File: src/ppfm_regs.vh
// Constants for the port pin function multiplexer.
`ifndef PPFM_REGS_VH
`define PPFM_REGS_VH
`define PPFM_STRAP_BIT 6
`define PPFM_MODE_W 3
`define PPFM_MODE_SPECIAL_SINGLE 3'h0
`define PPFM_MODE_EMUL_NARROW 3'h1
`define PPFM_MODE_SPECIAL_TEST 3'h2
`define PPFM_MODE_EMUL_WIDE 3'h3
`define PPFM_MODE_NORMAL_SINGLE 3'h4
`define PPFM_MODE_NORMAL_NARROW 3'h5
`define PPFM_MODE_PERIPHERAL 3'h6
`define PPFM_MODE_NORMAL_WIDE 3'h7
`define PPFM_FLASH_VISIBLE_RST 1'h1
`endif

File: src/ppfm_mux.v
// Pin function multiplexer for ports P, J, M, S and T with flash strap capture.
//
// Function
// - Port P inputs raise keypad wake interrupt.
// - Port J 7:6 inputs raise keypad wake.
// - Capture port_p_bit6 at reset release.
// - Emulation modes: high strap clears visibility.
// - Normal expanded: low strap clears visibility.
// - Strap role only in expanded modes.
// - Opposite levels set; single-chip always sets.
// - Port P 5:0 carry pulse-width outputs.
// - Port T 7:5 carry timer channels.
// - Port T 4:0 timer or pulse-width.
// - Port M4 MOSI, out when master.
// - Port M2 MISO, out when slave.
// - Port M5 SPI clock, M3 select.
// - Port M1/M0 CAN transmit/receive if present.
// - Port S1/S0 serial transmit/receive.
// - Port S3:2 general I/O only.
`timescale 1ns/1ps
`include "ppfm_regs.vh"
module ppfm_mux (
    input wire mclk,
    input wire rstn,
    input wire [2:0] mode,
    // General I/O settings: data, direction (1 = output) and pad input per port.
    input wire [7:0] gp_p_data,
    input wire [7:0] gp_p_dir,
    input wire [7:0] pad_p_in,
    input wire [7:6] gp_j_data,
    input wire [7:6] gp_j_dir,
    input wire [7:6] pad_j_in,
    input wire [5:0] gp_m_data,
    input wire [5:0] gp_m_dir,
    input wire [5:0] pad_m_in,
    input wire [3:0] gp_s_data,
    input wire [3:0] gp_s_dir,
    input wire [3:0] pad_s_in,
    input wire [7:0] gp_t_data,
    input wire [7:0] gp_t_dir,
    input wire [7:0] pad_t_in,
    // Keypad wake enables.
    input wire [7:0] keypad_wake_p_en,
    input wire [7:6] keypad_wake_j_en,
    // Pulse-width module.
    input wire [5:0] pwp_en,
    input wire [4:0] pwt_en,
    input wire [5:0] pulse_width_out,
    // Timer channels.
    input wire [7:0] tim_en,
    input wire [7:0] tim_oc_en,
    input wire [7:0] tim_oc_val,
    // SPI.
    input wire spi_en,
    input wire spi_master,
    input wire spi_ss_out_en,
    input wire spi_sck_out,
    input wire spi_mosi_out,
    input wire spi_miso_out,
    input wire spi_ss_out,
    // CAN and serial interface.
    input wire can_present,
    input wire can_en,
    input wire can_tx,
    input wire sci_tx_en,
    input wire sci_rx_en,
    input wire sci_tx,
    // Pads.
    output reg [7:0] pad_p_out,
    output reg [7:0] pad_p_oe,
    output reg [7:6] pad_j_out,
    output reg [7:6] pad_j_oe,
    output reg [5:0] pad_m_out,
    output reg [5:0] pad_m_oe,
    output reg [3:0] pad_s_out,
    output reg [3:0] pad_s_oe,
    output reg [7:0] pad_t_out,
    output reg [7:0] pad_t_oe,
    // Peripheral inputs and status.
    output reg [7:0] keypad_wake_p,
    output reg [7:6] keypad_wake_j,
    output reg [7:0] timer_channel_pin,
    output reg spi_sck_in,
    output reg spi_mosi_in,
    output reg spi_miso_in,
    output reg spi_ss_in,
    output reg can_receive_pin,
    output reg sci_rx,
    output reg flash_visible_bit
);

// ----------------------------------------------------------------------------
// Strap decode
// ----------------------------------------------------------------------------
function strap_visible;
    input [2:0] m;
    input s;
    begin
        case (m)
            `PPFM_MODE_EMUL_NARROW, `PPFM_MODE_EMUL_WIDE: strap_visible = ~s;
            `PPFM_MODE_NORMAL_NARROW, `PPFM_MODE_NORMAL_WIDE: strap_visible = s;
            `PPFM_MODE_SPECIAL_TEST: strap_visible = 1'h0;
            default: strap_visible = 1'h1;
        endcase
    end
endfunction

// The strap is caught on the first clock after reset release, then held.
reg strap_done_q;
always @(posedge mclk or negedge rstn) begin
    if (!rstn) begin
        strap_done_q <= 1'h0;
        flash_visible_bit <= `PPFM_FLASH_VISIBLE_RST;
    end else if (!strap_done_q) begin
        strap_done_q <= 1'h1;
        flash_visible_bit <= strap_visible(mode, pad_p_in[`PPFM_STRAP_BIT]);
    end
end

// ----------------------------------------------------------------------------
// Pin routing
// ----------------------------------------------------------------------------
reg [5:0] m_out_d;
reg [5:0] m_oe_d;
reg [3:0] s_out_d;
reg [3:0] s_oe_d;
wire [7:0] p_out_d;
wire [7:0] p_oe_d;
wire [7:0] t_out_d;
wire [7:0] t_oe_d;
wire [7:0] wake_p_d;
wire [7:6] wake_j_d;
genvar g;

// Returns the pair of enable and level: an enabled peripheral owns the pin, otherwise general I/O does.
function [1:0] pin_pick;
    input fn_en;
    input fn_oe;
    input fn_out;
    input gp_oe;
    input gp_out;
    begin
        if (fn_en) begin
            pin_pick = {fn_oe, fn_out};
        end else begin
            pin_pick = {gp_oe, gp_out};
        end
    end
endfunction

// Port P bits 5:0 can carry the pulse-width channel of the same index.
generate
    for (g = 0; g < 8; g = g + 1) begin : g_port_p
        if (g < 6) begin : g_pw
            assign {p_oe_d[g], p_out_d[g]} = pin_pick(pwp_en[g], 1'h1, pulse_width_out[g],
                gp_p_dir[g], gp_p_data[g]);
        end else begin : g_gp
            assign {p_oe_d[g], p_out_d[g]} = {gp_p_dir[g], gp_p_data[g]};
        end
    end
endgenerate

// Port T puts the timer channel under the pulse-width channel, which wins on bits 4:0.
generate
    for (g = 0; g < 8; g = g + 1) begin : g_port_t
        wire [1:0] tim_pick;
        assign tim_pick = pin_pick(tim_en[g], tim_oc_en[g], tim_oc_val[g], gp_t_dir[g], gp_t_data[g]);
        if (g < 5) begin : g_pw
            assign {t_oe_d[g], t_out_d[g]} = pin_pick(pwt_en[g], 1'h1, pulse_width_out[g],
                tim_pick[1], tim_pick[0]);
        end else begin : g_tim
            assign {t_oe_d[g], t_out_d[g]} = tim_pick;
        end
    end
endgenerate

// ----------------------------------------------------------------------------
// Keypad wake
// ----------------------------------------------------------------------------
// A wake request needs the pin to be an input, the wake enabled and the key pulling the pad low.
generate
    for (g = 0; g < 8; g = g + 1) begin : g_wake_p
        assign wake_p_d[g] = keypad_wake_p_en[g] & ~p_oe_d[g] & ~pad_p_in[g];
    end
    for (g = 6; g < 8; g = g + 1) begin : g_wake_j
        assign wake_j_d[g] = keypad_wake_j_en[g] & ~gp_j_dir[g] & ~pad_j_in[g];
    end
endgenerate

// ----------------------------------------------------------------------------
// Port M routing
// ----------------------------------------------------------------------------
always @* begin
    m_out_d = gp_m_data;
    m_oe_d = gp_m_dir;
    if (spi_en) begin
        m_out_d[5] = spi_sck_out;
        m_oe_d[5] = spi_master;
        m_out_d[4] = spi_mosi_out;
        m_oe_d[4] = spi_master;
        m_out_d[3] = spi_ss_out;
        m_oe_d[3] = spi_master & spi_ss_out_en;
        m_out_d[2] = spi_miso_out;
        m_oe_d[2] = ~spi_master;
    end
    if (can_present && can_en) begin
        m_out_d[1] = can_tx;
        m_oe_d[1] = 1'h1;
        m_oe_d[0] = 1'h0;
    end
end

// ----------------------------------------------------------------------------
// Port S routing
// ----------------------------------------------------------------------------
always @* begin
    s_out_d = gp_s_data;
    s_oe_d = gp_s_dir;
    if (sci_tx_en) begin
        s_out_d[1] = sci_tx;
        s_oe_d[1] = 1'h1;
    end
    if (sci_rx_en) begin
        s_oe_d[0] = 1'h0;
    end
end

// ----------------------------------------------------------------------------
// Pad registers
// ----------------------------------------------------------------------------
always @(posedge mclk or negedge rstn) begin
    if (!rstn) begin
        pad_p_out <= 8'h00;
        pad_p_oe <= 8'h00;
        pad_j_out <= 2'h0;
        pad_j_oe <= 2'h0;
        pad_m_out <= 6'h00;
        pad_m_oe <= 6'h00;
        pad_s_out <= 4'h0;
        pad_s_oe <= 4'h0;
        pad_t_out <= 8'h00;
        pad_t_oe <= 8'h00;
    end else begin
        pad_p_out <= p_out_d;
        pad_p_oe <= p_oe_d;
        pad_j_out <= gp_j_data;
        pad_j_oe <= gp_j_dir;
        pad_m_out <= m_out_d;
        pad_m_oe <= m_oe_d;
        pad_s_out <= s_out_d;
        pad_s_oe <= s_oe_d;
        pad_t_out <= t_out_d;
        pad_t_oe <= t_oe_d;
    end
end

// ----------------------------------------------------------------------------
// Wake registers
// ----------------------------------------------------------------------------
always @(posedge mclk or negedge rstn) begin
    if (!rstn) begin
        keypad_wake_p <= 8'h00;
        keypad_wake_j <= 2'h0;
    end else begin
        keypad_wake_p <= wake_p_d;
        keypad_wake_j <= wake_j_d;
    end
end

// ----------------------------------------------------------------------------
// Peripheral input registers
// ----------------------------------------------------------------------------
// Idle levels on reset keep the select and receive lines inactive.
always @(posedge mclk or negedge rstn) begin
    if (!rstn) begin
        timer_channel_pin <= 8'h00;
        spi_sck_in <= 1'h0;
        spi_mosi_in <= 1'h0;
        spi_miso_in <= 1'h0;
        spi_ss_in <= 1'h1;
        can_receive_pin <= 1'h1;
        sci_rx <= 1'h1;
    end else begin
        timer_channel_pin <= pad_t_in & tim_en;
        spi_sck_in <= pad_m_in[5];
        spi_mosi_in <= pad_m_in[4];
        spi_ss_in <= pad_m_in[3];
        spi_miso_in <= pad_m_in[2];
        can_receive_pin <= (can_present & can_en) ? pad_m_in[0] : 1'h1;
        sci_rx <= sci_rx_en ? pad_s_in[0] : 1'h1;
    end
end

endmodule

File: config.mk
export PLATFORM = sky130hd
export DESIGN_NAME = ppfm_mux
export DESIGN_NICKNAME = d
export VERILOG_FILES = /design/src/ppfm_mux.v
export VERILOG_INCLUDE_DIRS = /design/src
export SDC_FILE = /design/constraint.sdc
export NUM_CORES = 1
export LEC_CHECK = 0
export BUFFER_PORTS_ARGS = -buffer_cell sky130_fd_sc_hd__clkbuf_2
export CAP_MARGIN = 20
export CORE_MARGIN = 4
export CORE_UTILIZATION = 41
export DETAILED_ROUTE_END_ITERATION = 10
export PLACE_DENSITY = 0.85
export SYNTH_ARGS = -nofsm -noshare
export SYNTH_HDL_FRONTEND = slang
export SYNTH_SLANG_ARGS = --single-unit
File: constraint.sdc
create_clock -name mclk -period 1.3 [get_ports mclk]
set_input_delay 0.13 -clock mclk [delete_from_list [all_inputs] [get_ports mclk]]
set_output_delay 0.13 -clock mclk [all_outputs]
set_load 0.1 [all_outputs]
==> impl_metrics.yaml <==
outcome:
  status: "complete, no violations"
detailed_routing:
  totalWireLength_um: 9140
  vias: 2520
  drtIter0Drc: 40
  drc: 0
  viasPerCell: 4.615
  antenna_left: 0
  dr.pass1.iters: 4
  wire_per_inst_um: 16.74
logic_synthesis:
  synth-edff-count: 0
  yosysTopAreaCell: "dfrtp_1"
  syn_avg_cell_area_um2: 15.97
  dominantRegCellSynth: "dfrtp_1"
  ys_warn_count: 0
  synth.distinct_cells: 21
  synthArstFlopShare_pct: 100.0
  ys_seq_elements: 82
  synth_nets: 326
  synth_top_area_share_pct: 70.65
  synthCells: 173
  synth_area_um2: 2763
  yosys-top-cells-area: "dfrtp_1, mux2_2, dfstp_2, nor3b_2, mux2i_1"
  yosysSeqAreaShare_pct: 74.46
timing:
  min_period_ns: 1.261
  slew_headroom_pct: 63.52
  fin_setup_tns_ns: 0
  fin_crit_sh_pct: 96.96
  hold_viol_final: 0
  slew_viol_final: 0
  worst_pin_slew_ns: 0.5495
  max_freq_mhz: 793.3
  fin_skew_ns: 0.004545
  finalSetupViolCount: 0
  rsz0062_at_grt: "false"
grt:
  gr-usage-all-layers_pct: 23.15
  antenna_found_initial: 0
  grt_pass1_wl_um: 14610
  grt_start_max_net_pins: 83
  overflow: 0
  grt_pass1_vias: 2960
clocking:
  cts_buffer_depth: 2
  path_clk_slew_ns: 0.08
  htreeDepth: 3
  clkSinkCount: 82
  cts_root_buffer: "clkbuf_8"
  cts_tree: "built"
  clock_latency_ns: 0.34
  cts_buffers: 9
placed_design:
  portBuffers: 229
  gp_congestion: 0.8900
  dp_hpwl_um: 6367
pwr:
  pwr-share-clk_pct: 29.3
  powerDensity_nw_per_um2: 1358
  p_sw_share_pct: 34.62
  power.leakage_nw: 2.588
  intPower_mw: 4.391
  p_sw_mw: 2.325
  ir_drop_mv: 0.8092
  comb_power_share_pct: 29.6
  p_seq_share_pct: 41.1
setup_path:
  required_ns: 1.17
  max_stage_delay_ns: 0.45
  cp-start-kind: "flip-flop"
  crit_path_end_kind: "primary output"
  crit_type: "reg2out"
  crit_path_max_fanout: 1
  crit_chain: "clkbuf_2"
  path_buf_inv: 1
  crit_slowest_cell: "clkbuf_2"
  arrival_ns: 1.13
  path_delay_family: "buffers and inverters"
hold_path:
  worstHoldPathType: "in2reg"
layout:
  syn_to_final_growth_pct: 79.03
  n_antenna_cell: 0
  num-nets-final: 617
  drive_gt1_share_pct: 58.21
  fin_util_pct: 76.58
  final_cell_mix: "clkbuf_2, dfrtp_1, buf_4, dlygate4sd3_1, mux2_2"
  layout_commonest_cell: "clkbuf_2"
floorplanning:
  start_util_pct: 42.77
  coreArea_um2: 6459
  row_count: 29
  pin_count: 234
  die_h_um: 90.09
  die_w_um: 90.09
  dieArea_um2: 8115
flow_run:
  cap_violations: 0
[state kept, by name, summed over array words and instances, names as in the netlist, 6 cells and up]
register	cells
pad_m_out	6
keypad_wake_p	8
pad_m_oe	6
pad_p_out	8
pad_t_out	8
pad_p_oe	8
timer_channel_pin	8
pad_t_oe	8
[cell usage after synthesis (2+ instances only)]
library cell and instances:
nor3b_2 6, mux2i_1 6, inv_1 5, or2_1 6, and2_1 9, nor2b_1 7, nand2b_1 2, nand2_1 7
dfrtp_1 78, mux2_2 18, or2_2 2, o21ai_0 8, dfstp_2 4, nor3b_1 4, a211o_1 5
[kinds of logic (layout without fill, tap and decap cells)]
kind of cell	count (synthesis)	after routing	synth area share (%)
multiplexers	24	24	9.511
flip-flops	82	82	74.46
other	1	1	0.1357
XOR/XNOR	1	1	0.3171
AND/OR/NAND/NOR	45	45	11.14
AO/OA/AOI/OAI	14	14	3.351
buffers and inverters	6	302	1.087
[cell type report]
class / instances / area [um^2]
tap: 77 / 96.34
clock inverter: 3 / 65.06
timing repair buffer: 281 / 1884
inverter: 5 / 18.77
sequential: 82 / 2057
fill: 413 / 1513
multi-input combinational: 85 / 675.6
clock buffer: 13 / 148.9
[path summary, 6_finish.rpt]
check / from / to / slack (ns) / cells past startpoint
worst max-delay path: keypad_wake_p[1]$_DFF_PN0_ / keypad_wake_p[1] / 0.04 / 1
worst min-delay path: pwt_en[1] / pad_t_oe[1]$_DFF_PN0_ / 0.01 / 2
worst max register to register: flash_visible_bit$_DFFE_PN1N_ / flash_visible_bit$_DFFE_PN1N_ / 0.29 / 2
worst min register to register: strap_done_q$_DFF_PN0_ / flash_visible_bit$_DFFE_PN1N_ / 0.58 / 2
max in group asynchronous: rstn / spi_ss_in$_DFF_PN1_ / 0.58 / 3
min in group asynchronous: rstn / pad_t_oe[5]$_DFF_PN0_ / 0.36 / 3
[layer usage]
metal / GRT usage, % / share of wire (%) / vias to the layer above
met1: 20.93 / 30 / 1183
met2: 44.49 / 57 / 143
met3: 8.681 / 8.6 / 34
li1: - / - / 1160
met4: 11.22 / 4.0 / 0
met5: 0 / 0 / -
[repair_timing]
action | 4_1_cts | 5_1_grt
setup endpoints to repair | 0 | 6
hold buffers | 49 | 2
gates resized for setup | 0 | 6
endpoints found under the hold margin | 124 | 2
setup buffers | 0 | 0
[stage by stage]
step / worst slack, ns / instances / hold slack (ns) / cell area [um^2] / total power, mW
6_report: 0.03950 / 546 / 0.01292 / 4946 / 6.716
5_1_grt: 0.002848 / 546 / 0.004340 / 4946 / 6.980
4_1_cts: 0.01534 / 544 / 0.0001867 / 4926 / 6.755
3_5_place_dp: 0.3959 / 479 / 0.1910 / 4222 / 4.664
3_3_place_gp: 0.4187 / 479 / 0.1853 / 4222 / 4.629
2_1_floorplan: 0.08822 / 173 / -0.1656 / 2763 / 4.056
[power groups by stage]
| stage | registers (mW) | clock network (mW) | logic, mW |
|---|---|---|---|
| 2_1_floorplan | 3.92 | 0 | 0.137 |
| 3_3_place_gp | 2.80 | 0 | 1.83 |
| 3_5_place_dp | 2.81 | 0 | 1.86 |
| 4_1_cts | 2.76 | 2.02 | 1.98 |
| 5_1_grt | 2.77 | 2.15 | 2.06 |
| 6_report | 2.76 | 1.97 | 1.99 |
Note: power is estimated with default switching activity, not from simulation.
